### src/shared/cpc_params.svh
// Offsets, field positions, reset values and timing figures of the converter control
`ifndef CPC_PARAMS_SVH
`define CPC_PARAMS_SVH
`define CPC_CLK_MHZ 200
`define CPC_ADDR_CTRL 8'h00
`define CPC_ADDR_INREG 8'h04
`define CPC_ADDR_CHARGE_CURRENT_PIN 8'h08
`define CPC_ADDR_STATUS 8'h0C
`define CPC_CTRL_CHG_EN 0
`define CPC_CTRL_REV_EN 1
`define CPC_CTRL_PFM_EN 2
`define CPC_CTRL_OVR_EN 4
`define CPC_CTRL_OVR_LVL 8
`define CPC_CTRL_RESET 32'h0000_0001
`define CPC_INREG_RESET 16'h0000
`define CPC_CHARGE_CURRENT_PIN_RESET 16'hFFFF
`define CPC_UV_ENTER_US 100
`define CPC_UV_EXIT_MS 12
`define CPC_PROBE_MS 40
`define CPC_BOOST_HS_MIN_NS 225
`define CPC_INT_PULSE_CYC 8'h10
`define CPC_CNT_W 23
`endif

### src/shared/cpc_pkg.sv
// Types of the converter control block
`default_nettype none
package cpc_pkg;
  typedef enum logic [2:0] {
    CPC_IDLE    = 3'b000,
    CPC_TRICKLE = 3'b001,
    CPC_PRECHG  = 3'b010,
    CPC_CC      = 3'b011,
    CPC_CV      = 3'b100,
    CPC_DONE    = 3'b101
  } cpc_phase_type;
  typedef enum logic [1:0] {
    CPC_BUCK  = 2'b00,
    CPC_BB    = 2'b01,
    CPC_BOOST = 2'b10
  } cpc_mode_type;
  typedef struct packed {
    logic input_supply_ok;
    logic battery_ok;
    logic uv_below_ref;
    logic uv_at_dpm;
    logic ov_above_ref;
    logic bat_short;
    logic bat_above_lowv;
    logic bat_at_reg;
    logic below_term;
    logic below_recharge;
    logic thermal_shutdown;
    logic light_load;
  } cpc_sense_type;
  typedef struct packed {
    logic hs_buck;
    logic ls_buck;
    logic ls_boost;
    logic hs_boost;
  } cpc_gate_type;
endpackage
`default_nettype wire

### src/logic/cpc_control.sv
// Power-up, window, charge phasing and switch-pattern control with AXI4-Lite registers
`timescale 1ns/1ps
`default_nettype none
`include "cpc_params.svh"
module cpc_control
  import cpc_pkg::*;
#(
  parameter int unsigned UV_ENTER_CYC = `CPC_UV_ENTER_US * `CPC_CLK_MHZ,
  parameter int unsigned UV_EXIT_CYC  = `CPC_UV_EXIT_MS * 1000 * `CPC_CLK_MHZ,
  parameter int unsigned PROBE_CYC    = `CPC_PROBE_MS * 1000 * `CPC_CLK_MHZ
)(
  input  wire logic          aclk,
  input  wire logic          aresetn,
  input  wire logic [7:0]    s_axi_awaddr,
  input  wire logic          s_axi_awvalid,
  output logic               s_axi_awready,
  input  wire logic [31:0]   s_axi_wdata,
  input  wire logic [3:0]    s_axi_wstrb,
  input  wire logic          s_axi_wvalid,
  output logic               s_axi_wready,
  output logic [1:0]         s_axi_bresp,
  output logic               s_axi_bvalid,
  input  wire logic          s_axi_bready,
  input  wire logic [7:0]    s_axi_araddr,
  input  wire logic          s_axi_arvalid,
  output logic               s_axi_arready,
  output logic [31:0]        s_axi_rdata,
  output logic [1:0]         s_axi_rresp,
  output logic               s_axi_rvalid,
  input  wire logic          s_axi_rready,
  input  wire cpc_sense_type sense,
  input  wire cpc_mode_type  conv_mode_req,
  input  wire logic [15:0]   input_supply_code,
  input  wire logic [15:0]   charge_current_pin_limit,
  input  wire logic [15:0]   fsw_period_cycles,
  input  wire logic [15:0]   duty_cycles,
  input  wire logic          frequency_program_sync_pin,
  input  wire logic          charge_enable_n_in,
  output logic               charge_enable_n_out,
  output logic               charge_enable_n_oe,
  input  wire logic          input_good_n_in,
  output logic               input_good_n_out,
  output logic               input_good_n_oe,
  input  wire logic          charge_indicator_a_in,
  output logic               charge_indicator_a_out,
  output logic               charge_indicator_a_oe,
  input  wire logic          charge_indicator_b_in,
  output logic               charge_indicator_b_out,
  output logic               charge_indicator_b_oe,
  output logic               int_n,
  output logic               bias_regulator_en,
  output logic               input_regulation_active,
  output logic [15:0]        charge_current_ref,
  output logic               probe_active,
  output logic               probe_output_side,
  output cpc_gate_type       gate
);
  localparam logic [15:0] BOOST_HS_CYC =
    16'((`CPC_BOOST_HS_MIN_NS * `CPC_CLK_MHZ + 999) / 1000);

  logic [1:0]    sup_prev_reg;
  logic          por_pulse;
  logic          rst_n;
  logic [31:0]   ctrl_reg;
  logic [15:0]   inreg_reg;
  logic [15:0]   charge_current_pin_reg;
  logic          aw_hold_reg;
  logic [7:0]    aw_addr_reg;
  logic          w_hold_reg;
  logic [31:0]   w_data_reg;
  logic [3:0]    w_strb_reg;
  logic          do_write;
  logic [1:0]    fault_reg;
  logic [1:0]    fault_raw;
  logic          window_ok;
  logic          charge_allowed;
  logic          ce_pin_enable;
  cpc_phase_type phase_reg;
  cpc_phase_type phase_next;
  logic          fwd_run;
  logic          rev_run;
  logic          conv_on;
  logic          conv_on_prev_reg;
  logic [`CPC_CNT_W-1:0] probe_cnt_reg;
  logic          probe_reg;
  logic          probe_side_reg;
  logic [15:0]   pwm_cnt_reg;
  logic          sync_prev_reg;
  logic          sync_edge;
  logic [16:0]   sync_wd_reg;
  logic          phase_sel_reg;
  logic          pwm_high;
  logic          pfm_skip;
  logic [15:0]   status_word;
  logic [15:0]   status_prev_reg;
  logic [7:0]    int_cnt_reg;
  logic [3:0]    ovr_en;
  logic [3:0]    ovr_lvl;
  logic [3:0]    pin_low;
  logic [31:0]   rd_word;
  logic          rd_ok;

  // Power-on reset on a lone supply rising
  always_ff @(posedge aclk)
  begin
    if (!aresetn)
      sup_prev_reg <= 2'h0;
    else
      sup_prev_reg <= {sense.input_supply_ok, sense.battery_ok};
  end
  assign por_pulse = (sense.input_supply_ok && !sup_prev_reg[1] && !sense.battery_ok) ||
                     (sense.battery_ok && !sup_prev_reg[0] && !sense.input_supply_ok);
  assign rst_n = aresetn && !por_pulse;

  // Register bus slave
  assign s_axi_awready = !aw_hold_reg && !s_axi_bvalid;
  assign s_axi_wready  = !w_hold_reg && !s_axi_bvalid;
  assign do_write      = aw_hold_reg && w_hold_reg && !s_axi_bvalid;
  assign s_axi_arready = !s_axi_rvalid;

  always_ff @(posedge aclk)
  begin
    if (!rst_n)
    begin
      aw_hold_reg <= 1'b0;
      aw_addr_reg <= 8'h00;
      w_hold_reg  <= 1'b0;
      w_data_reg  <= 32'h0000_0000;
      w_strb_reg  <= 4'h0;
    end
    else
    begin
      if (s_axi_awvalid && s_axi_awready)
      begin
        aw_hold_reg <= 1'b1;
        aw_addr_reg <= s_axi_awaddr;
      end
      else if (do_write)
        aw_hold_reg <= 1'b0;
      if (s_axi_wvalid && s_axi_wready)
      begin
        w_hold_reg <= 1'b1;
        w_data_reg <= s_axi_wdata;
        w_strb_reg <= s_axi_wstrb;
      end
      else if (do_write)
        w_hold_reg <= 1'b0;
    end
  end

  always_ff @(posedge aclk)
  begin
    if (!rst_n)
    begin
      s_axi_bvalid <= 1'b0;
      s_axi_bresp  <= 2'b00;
    end
    else if (do_write)
    begin
      s_axi_bvalid <= 1'b1;
      s_axi_bresp  <= (aw_addr_reg == `CPC_ADDR_CTRL || aw_addr_reg == `CPC_ADDR_INREG ||
                       aw_addr_reg == `CPC_ADDR_CHARGE_CURRENT_PIN || aw_addr_reg == `CPC_ADDR_STATUS)
                      ? 2'b00 : 2'b10;
    end
    else if (s_axi_bready)
      s_axi_bvalid <= 1'b0;
  end

  generate
    for (genvar b = 0; b < 4; b++)
    begin : g_wr
      always_ff @(posedge aclk)
      begin
        if (!rst_n)
          ctrl_reg[8*b +: 8] <= 8'(`CPC_CTRL_RESET >> (8*b));
        else if (do_write && w_strb_reg[b] && aw_addr_reg == `CPC_ADDR_CTRL)
          ctrl_reg[8*b +: 8] <= w_data_reg[8*b +: 8];
      end
      if (b < 2)
      begin : g_half
        always_ff @(posedge aclk)
        begin
          if (!rst_n)
          begin
            inreg_reg[8*b +: 8] <= 8'(`CPC_INREG_RESET >> (8*b));
            charge_current_pin_reg[8*b +: 8]  <= 8'(`CPC_CHARGE_CURRENT_PIN_RESET >> (8*b));
          end
          else if (do_write && w_strb_reg[b])
          begin
            if (aw_addr_reg == `CPC_ADDR_INREG)
              inreg_reg[8*b +: 8] <= w_data_reg[8*b +: 8];
            if (aw_addr_reg == `CPC_ADDR_CHARGE_CURRENT_PIN)
              charge_current_pin_reg[8*b +: 8] <= w_data_reg[8*b +: 8];
          end
        end
      end
    end
  endgenerate

  always_comb
  begin
    rd_ok   = 1'b1;
    rd_word = 32'h0000_0000;
    if (s_axi_araddr == `CPC_ADDR_CTRL)
      rd_word = ctrl_reg;
    else if (s_axi_araddr == `CPC_ADDR_INREG)
      rd_word = {16'h0000, inreg_reg};
    else if (s_axi_araddr == `CPC_ADDR_CHARGE_CURRENT_PIN)
      rd_word = {16'h0000, charge_current_pin_reg};
    else if (s_axi_araddr == `CPC_ADDR_STATUS)
      rd_word = {16'h0000, status_word};
    else
      rd_ok = 1'b0;
  end

  always_ff @(posedge aclk)
  begin
    if (!rst_n)
    begin
      s_axi_rvalid <= 1'b0;
      s_axi_rdata  <= 32'h0000_0000;
      s_axi_rresp  <= 2'b00;
    end
    else if (s_axi_arvalid && s_axi_arready)
    begin
      s_axi_rvalid <= 1'b1;
      s_axi_rdata  <= rd_word;
      s_axi_rresp  <= rd_ok ? 2'b00 : 2'b10;
    end
    else if (s_axi_rready)
      s_axi_rvalid <= 1'b0;
  end

  // Window deglitch, bit 0 undervoltage, bit 1 overvoltage
  assign fault_raw = {sense.ov_above_ref, sense.uv_below_ref};
  generate
    for (genvar c = 0; c < 2; c++)
    begin : g_dgl
      logic [`CPC_CNT_W-1:0] cnt_reg;
      always_ff @(posedge aclk)
      begin
        if (!rst_n)
        begin
          cnt_reg      <= '0;
          fault_reg[c] <= 1'b0;
        end
        else if (fault_raw[c] == fault_reg[c])
          cnt_reg <= '0;
        else if (cnt_reg >= `CPC_CNT_W'((fault_reg[c] ? UV_EXIT_CYC : UV_ENTER_CYC) - 1))
        begin
          fault_reg[c] <= fault_raw[c];
          cnt_reg      <= '0;
        end
        else
          cnt_reg <= cnt_reg + 1'b1;
      end
    end
  endgenerate
  assign window_ok = !fault_reg[0] && !fault_reg[1];

  // Charge permission and phasing
  assign ovr_en        = ctrl_reg[`CPC_CTRL_OVR_EN +: 4];
  assign ovr_lvl       = ctrl_reg[`CPC_CTRL_OVR_LVL +: 4];
  assign ce_pin_enable = ovr_en[3] || !charge_enable_n_in;
  assign charge_allowed = sense.input_supply_ok && window_ok &&
                          ctrl_reg[`CPC_CTRL_CHG_EN] && ce_pin_enable &&
                          !sense.thermal_shutdown;

  always_comb
  begin
    phase_next = phase_reg;
    case (phase_reg)
      CPC_IDLE:
        if (sense.bat_short)
          phase_next = CPC_TRICKLE;
        else if (!sense.bat_above_lowv)
          phase_next = CPC_PRECHG;
        else if (sense.bat_at_reg)
          phase_next = CPC_CV;
        else
          phase_next = CPC_CC;
      CPC_TRICKLE:
        if (!sense.bat_short)
          phase_next = CPC_PRECHG;
      CPC_PRECHG:
        if (sense.bat_above_lowv)
          phase_next = CPC_CC;
      CPC_CC:
        if (sense.bat_at_reg)
          phase_next = CPC_CV;
      CPC_CV:
        if (sense.below_term && !input_regulation_active)
          phase_next = CPC_DONE;
      CPC_DONE:
        if (sense.below_recharge)
          phase_next = CPC_IDLE;
      default:
        phase_next = CPC_IDLE;
    endcase
    if (!charge_allowed && phase_reg != CPC_DONE)
      phase_next = CPC_IDLE;
  end

  always_ff @(posedge aclk)
  begin
    if (!rst_n)
      phase_reg <= CPC_IDLE;
    else
      phase_reg <= phase_next;
  end

  // Converter enables and bias regulator
  assign fwd_run = charge_allowed && phase_reg != CPC_IDLE && phase_reg != CPC_DONE;
  assign rev_run = sense.battery_ok && ctrl_reg[`CPC_CTRL_REV_EN] &&
                   !sense.input_supply_ok;
  assign conv_on = fwd_run || rev_run;

  always_ff @(posedge aclk)
  begin
    if (!rst_n)
      bias_regulator_en <= 1'b0;
    else
      bias_regulator_en <= (sense.input_supply_ok && window_ok && charge_allowed) ||
                           rev_run;
  end

  // Input regulation and current reference
  always_ff @(posedge aclk)
  begin
    if (!rst_n)
    begin
      input_regulation_active <= 1'b0;
      charge_current_ref      <= `CPC_CHARGE_CURRENT_PIN_RESET;
    end
    else
    begin
      input_regulation_active <= sense.uv_at_dpm ||
        (inreg_reg > `CPC_INREG_RESET && input_supply_code < inreg_reg);
      charge_current_ref <= (charge_current_pin_limit < charge_current_pin_reg) ?
                            charge_current_pin_limit : charge_current_pin_reg;
    end
  end

  // Start-up compensation probe
  always_ff @(posedge aclk)
  begin
    if (!rst_n)
    begin
      conv_on_prev_reg <= 1'b0;
      probe_reg        <= 1'b0;
      probe_side_reg   <= 1'b0;
      probe_cnt_reg    <= '0;
    end
    else
    begin
      conv_on_prev_reg <= conv_on;
      if (!conv_on)
      begin
        probe_reg     <= 1'b0;
        probe_cnt_reg <= '0;
      end
      else if (!conv_on_prev_reg)
      begin
        probe_reg      <= 1'b1;
        probe_side_reg <= sense.bat_above_lowv;
        probe_cnt_reg  <= '0;
      end
      else if (probe_reg)
      begin
        if (probe_cnt_reg >= `CPC_CNT_W'(PROBE_CYC - 1))
          probe_reg <= 1'b0;
        else
          probe_cnt_reg <= probe_cnt_reg + 1'b1;
      end
    end
  end
  assign probe_active      = probe_reg;
  assign probe_output_side = probe_side_reg;

  // Switching period, external clock lock
  assign sync_edge = frequency_program_sync_pin && !sync_prev_reg;
  always_ff @(posedge aclk)
  begin
    if (!rst_n)
    begin
      sync_prev_reg <= 1'b0;
      sync_wd_reg   <= 17'h0_0000;
      pwm_cnt_reg   <= 16'h0000;
      phase_sel_reg <= 1'b0;
    end
    else
    begin
      sync_prev_reg <= frequency_program_sync_pin;
      if (sync_edge)
        sync_wd_reg <= {fsw_period_cycles, 1'b0};
      else if (sync_wd_reg != 17'h0_0000)
        sync_wd_reg <= sync_wd_reg - 1'b1;
      if ((sync_edge && sync_wd_reg != 17'h0_0000) ||
          (sync_wd_reg == 17'h0_0000 && pwm_cnt_reg >= fsw_period_cycles - 16'h0001))
      begin
        pwm_cnt_reg   <= 16'h0000;
        phase_sel_reg <= !phase_sel_reg;
      end
      else
        pwm_cnt_reg <= pwm_cnt_reg + 16'h0001;
    end
  end

  assign pwm_high = pwm_cnt_reg < duty_cycles;
  assign pfm_skip = ctrl_reg[`CPC_CTRL_PFM_EN] && sense.light_load;

  // Switch pattern per mode
  always_ff @(posedge aclk)
  begin
    if (!rst_n || !conv_on || !window_ok && !rev_run)
      gate <= '0;
    else if (probe_reg)
      gate <= probe_side_reg ?
              '{hs_buck: 1'b1, ls_buck: 1'b0, ls_boost: pwm_high, hs_boost: !pwm_high} :
              '{hs_buck: pwm_high, ls_buck: !pwm_high, ls_boost: 1'b0, hs_boost: 1'b1};
    else if (pfm_skip && !pwm_high)
      gate <= '{hs_buck: 1'b0, ls_buck: 1'b0, ls_boost: 1'b0, hs_boost: 1'b0};
    else
      case (conv_mode_req)
        CPC_BUCK:
          gate <= '{hs_buck: pwm_high, ls_buck: !pwm_high,
                    ls_boost: 1'b0, hs_boost: 1'b1};
        CPC_BOOST:
          gate <= '{hs_buck: 1'b1, ls_buck: 1'b0,
                    ls_boost: pwm_high && pwm_cnt_reg < fsw_period_cycles - BOOST_HS_CYC,
                    hs_boost: !(pwm_high &&
                      pwm_cnt_reg < fsw_period_cycles - BOOST_HS_CYC)};
        CPC_BB:
          gate <= phase_sel_reg ?
                  '{hs_buck: 1'b1, ls_buck: 1'b0, ls_boost: pwm_high, hs_boost: !pwm_high} :
                  '{hs_buck: pwm_high, ls_buck: !pwm_high, ls_boost: 1'b0,
                    hs_boost: 1'b1};
        default:
          gate <= '0;
      endcase
  end

  // Status pins and host override
  assign pin_low[0] = sense.input_supply_ok && window_ok;
  assign pin_low[1] = fwd_run;
  assign pin_low[2] = phase_reg == CPC_DONE;
  assign pin_low[3] = 1'b0;
  assign status_word = {5'h00, sense.thermal_shutdown, fault_reg, probe_reg, rev_run,
                        fwd_run, input_regulation_active, pin_low[0], phase_reg};

  always_ff @(posedge aclk)
  begin
    if (!rst_n)
    begin
      input_good_n_oe       <= 1'b0;
      charge_indicator_a_oe <= 1'b0;
      charge_indicator_b_oe <= 1'b0;
      charge_enable_n_oe    <= 1'b0;
    end
    else
    begin
      input_good_n_oe       <= ovr_en[0] ? !ovr_lvl[0] : pin_low[0];
      charge_indicator_a_oe <= ovr_en[1] ? !ovr_lvl[1] : pin_low[1];
      charge_indicator_b_oe <= ovr_en[2] ? !ovr_lvl[2] : pin_low[2];
      charge_enable_n_oe    <= ovr_en[3] && !ovr_lvl[3];
    end
  end
  assign input_good_n_out       = 1'b0;
  assign charge_indicator_a_out = 1'b0;
  assign charge_indicator_b_out = 1'b0;
  assign charge_enable_n_out    = 1'b0;

  // Interrupt pulse on status change
  always_ff @(posedge aclk)
  begin
    if (!rst_n)
    begin
      status_prev_reg <= 16'h0000;
      int_cnt_reg     <= 8'h00;
    end
    else
    begin
      status_prev_reg <= status_word;
      if (status_word != status_prev_reg)
        int_cnt_reg <= `CPC_INT_PULSE_CYC;
      else if (int_cnt_reg != 8'h00)
        int_cnt_reg <= int_cnt_reg - 8'h01;
    end
  end
  assign int_n = !(status_word != status_prev_reg || int_cnt_reg != 8'h00);
endmodule // cpc_control
`default_nettype wire

### config.mk
export PLATFORM = sky130hd
export DESIGN_NAME = cpc_control
export DESIGN_NICKNAME = d
export VERILOG_FILES = /design/src/shared/cpc_pkg.sv /design/src/logic/cpc_control.sv
export VERILOG_INCLUDE_DIRS = /design/src /design/src/shared
export SDC_FILE = /design/constraint.sdc
export NUM_CORES = 1
export LEC_CHECK = 0
export BUFFER_PORTS_ARGS = -buffer_cell sky130_fd_sc_hd__buf_2
export CAP_MARGIN = 20
export CORE_MARGIN = 5
export CORE_UTILIZATION = 58
export DETAILED_ROUTE_END_ITERATION = 16
export GPL_ROUTABILITY_DRIVEN = 0
export GPL_TIMING_DRIVEN = 0
export PLACE_DENSITY = 0.83
export RECOVER_POWER = 50
export SKIP_LAST_GASP = 1
export SYNTH_ARGS = -nofsm -noshare
export SYNTH_HDL_FRONTEND = slang
export SYNTH_SLANG_ARGS = --single-unit
### constraint.sdc
create_clock -name aclk -period 3.9 [get_ports aclk]
set_clock_uncertainty 0.2 [all_clocks]
set_input_delay 0.585 -clock aclk [delete_from_list [all_inputs] [get_ports aclk]]
set_output_delay 0.585 -clock aclk [all_outputs]
set_load 0.05 [all_outputs]
==> run metrics <==
outcome=finished clean; Worst-Margin Slew=around 1.1 ns; area enclosed by the die boundary=between 0.02 and 0.03 mm^2; clock latency of the later-clocked register in the worst-skew pair=0.52 ns; number of cells traversed by the worst hold path=3; post-synthesis cell count=1866; clock slew at reported path FFs=about 0.060 ns; worst path setup slack after routing=0.214 ns; # setup viols final=0; pin count of the biggest net entering global routing=15; Post-Synthesis Mean Instance Area=about 8.1 um^2; share of Yosys cell area claimed by the top area cell type=0.404; area of all placed cells without fillers=around 0.018 mm^2; Unique masters post-synth=just over 60; number of buffers inserted during clock tree synthesis=34; cell types occupying the most area after synthesis=sky130_fd_sc_hd__dfxtp_1 (40%), sky130_fd_sc_hd__ha_1 (8.1%), sky130_fd_sc_hd__nand2_1 (6.5%); H-tree depth=2; leakage power summed over all cells=about 0.0070 uW; number of remaining DRC errors=0; number of max-slew violations in the final report=0; number of fill cells=about 2200; synthesis-to-finish area growth=16.3%; clock sink count=slightly above 300; Final Util=0.681; CTS root buf=sky130_fd_sc_hd__clkbuf_16; initial cell density of the core=0.586; peak supply drop=0.267 mV; stage delay of the slowest cell on the critical path=~0.57 ns; ys async rst share=0; number of flip-flops under the largest register name=46; kind of critical path=register to output pin; via count of the first global-routing pass=about 14000; overall routing resource usage=0.276; final critical path time including I/O delays and setup=3.69 ns; worst min-delay path category=input pin to register; Fin Setup TNS=0 ns; number of max-cap violations=0; number of register bits inferred by synthesis=between 300 and 400; highest clock rate=271 MHz; Placement Setup Slack=-0.457 ns; y dimension of the die=172 um; number of cells on the worst reg-to-reg path=9; prevailing post-synth register cell=sky130_fd_sc_hd__dfxtp_1; fraction of the yosys area taken by sequential cells=0.404; via/cell ratio=roughly 5.8; Final Power=roughly 7000 uW; detailed-router iteration count before antenna repair=5; Final period util=0.945; wire length per cell after detailed routing=approximately 17 um; Congestion Overflow GR=0; fraction of layout instances using a drive strength above 1=0.0948; Worst EP required=3.12 ns; cell type with the largest total area after synthesis=sky130_fd_sc_hd__dfxtp_1; number of endpoints with negative hold slack in the final report=0; dpl cell area=approximately 0.017 mm^2; IO Count=about 220; count of hold-fix buffers inserted at cts=0; signal arrival time at the worst endpoint=just under 3 ns; final wirelength=42100 um; number of enable-type register cells in the synthesized netlist=0; wire length of the first global-routing pass=around 67000 um; cell type of the slowest stage on the worst timing path=sky130_fd_sc_hd__nor3b_1; launching element type of the critical path=register; number of rows created at floorplan=slightly below 60; CTS tree=built; Syn Std Cell Area=about 0.015 mm^2; Initial DRC Count=roughly 1500; Total Nets Final=2346; most used standard cell by instance count after synthesis=sky130_fd_sc_hd__dfxtp_1; cell-by-cell listing of the critical path=nor3b_1 -> o2111ai_1 -> xnor2_1 -> nor4_1 -> buf_2; number of vias in the routed layout=~14000; Crit Path Max Fanout=6; top cells by instance count after synthesis=sky130_fd_sc_hd__dfxtp_1 (305), sky130_fd_sc_hd__nand2_1 (263), sky130_fd_sc_hd__nor2_1 (212); initial antenna violation count=3; maximum clock insertion buffer count=3; horizontal extent of the die=172 um; setup repair after global routing missed its margin=false; critical path endpoint category=output pin; warning count from the yosys run=0; Max transition margin=0.281; Placeable Area=0.0258 mm^2; Port-buffer cells=roughly 200; Final HPWL DP=32000 um; DRT antenna net count=0; Pwr Density=410 mW/mm^2
==> repair_timing <==
action / 4_1_cts / 5_1_grt
gates resized for setup: 0 / 2
setup buffers: 0 / 0
setup endpoints to repair: 0 / 16
==> area by class of cell <==
cell class              count  area [um^2]  area share
inverters                  72          270      0.0154
clock inverters            11          101     0.00576
clock buffers              49          998      0.0567
diodes                      2         5.00    0.000284
well taps                 335          419      0.0238
multi-input cells        1397         8400       0.477
repair buffers            199          908      0.0516
flip-flops and latches    305         6110       0.347
plain buffers              97          390      0.0222
==> worst max-delay path, delay by kind of cell (launching register included) <==
family	cells	cell delay, ns
buf+inv	1	0.35
xor+xnor	1	0.27
flops	1	0.44
compound gates	1	0.49
simple gates	2	0.84
==> cells by family (layout without fill, tap and decap cells) <==
family	after synthesis	count (layout)	synth area share
AO/OA/AOI/OAI	324	324	0.127
XOR/XNOR	134	134	0.0776
adder cells (fa/ha/maj)	98	98	0.0810
buffers and inverters	169	428	0.0437
flip-flops	305	305	0.404
multiplexers	32	32	0.0222
other	1	8	0.000248
AND/OR/NAND/NOR	803	803	0.245
==> routing by layer <==
layer,wire length [um],GRT usage,vias to the layer above
met5,30,0,-
met2,19600,0.463,580
met4,1890,0.124,6
met1,17300,0.347,6617
met3,3330,0.0510,149
li1,-,-,6908
==> placed cells by master (no fill, tap or decap), drive strengths merged, types with 12 or more instances in the layout <==
| master | netlist | final |
|---|---|---|
| and3 | 27 | 27 |
| a211oi | 15 | 15 |
| ha | 98 | 98 |
| nand3 | 135 | 135 |
| nand2 | 263 | 263 |
| nor3 | 31 | 31 |
| dfxtp | 305 | 305 |
| nand4 | 35 | 35 |
| xor2 | 85 | 85 |
| clkbuf | 87 | 207 |
| o21ai | 61 | 61 |
| o211ai | 20 | 20 |
| buf | 10 | 138 |
| mux2i | 28 | 28 |
| xnor2 | 49 | 49 |
| nor2 | 212 | 212 |
| a22oi | 16 | 16 |
| inv | 72 | 74 |
| a21o | 14 | 14 |
| nand2b | 12 | 12 |
| nor2b | 14 | 14 |
| nor4 | 23 | 23 |
| a21oi | 153 | 153 |
==> stage by stage <==
stage | hold slack (ns) | std cells
floorplan | 0.220 | 1871
global placement | 0.243 | 2403
detailed placement | 0.244 | 2403
CTS | 0.0917 | 2463
global route | 0.112 | 2465
finish | 0.107 | 2467
==> worst paths after layout <==
kind,slack [ns],to,startpoint
worst max-delay path,0.21,int_n,fault_reg[0]
worst max register to register,0.64,g_dgl[1].cnt_reg[10],fault_reg[1]
worst min register to register,0.26,s_axi_rdata[23],s_axi_rdata[23]
worst min-delay path,0.11,w_data_reg[26],s_axi_wdata[26]
==> where the power goes <==
part,switching (uW),total [uW],internal [uW]
registers,68.6,3260,3190
clock network,1280,3140,1860
logic,532,813,282
No activity file was read; power rests on OpenSTA's default activity.
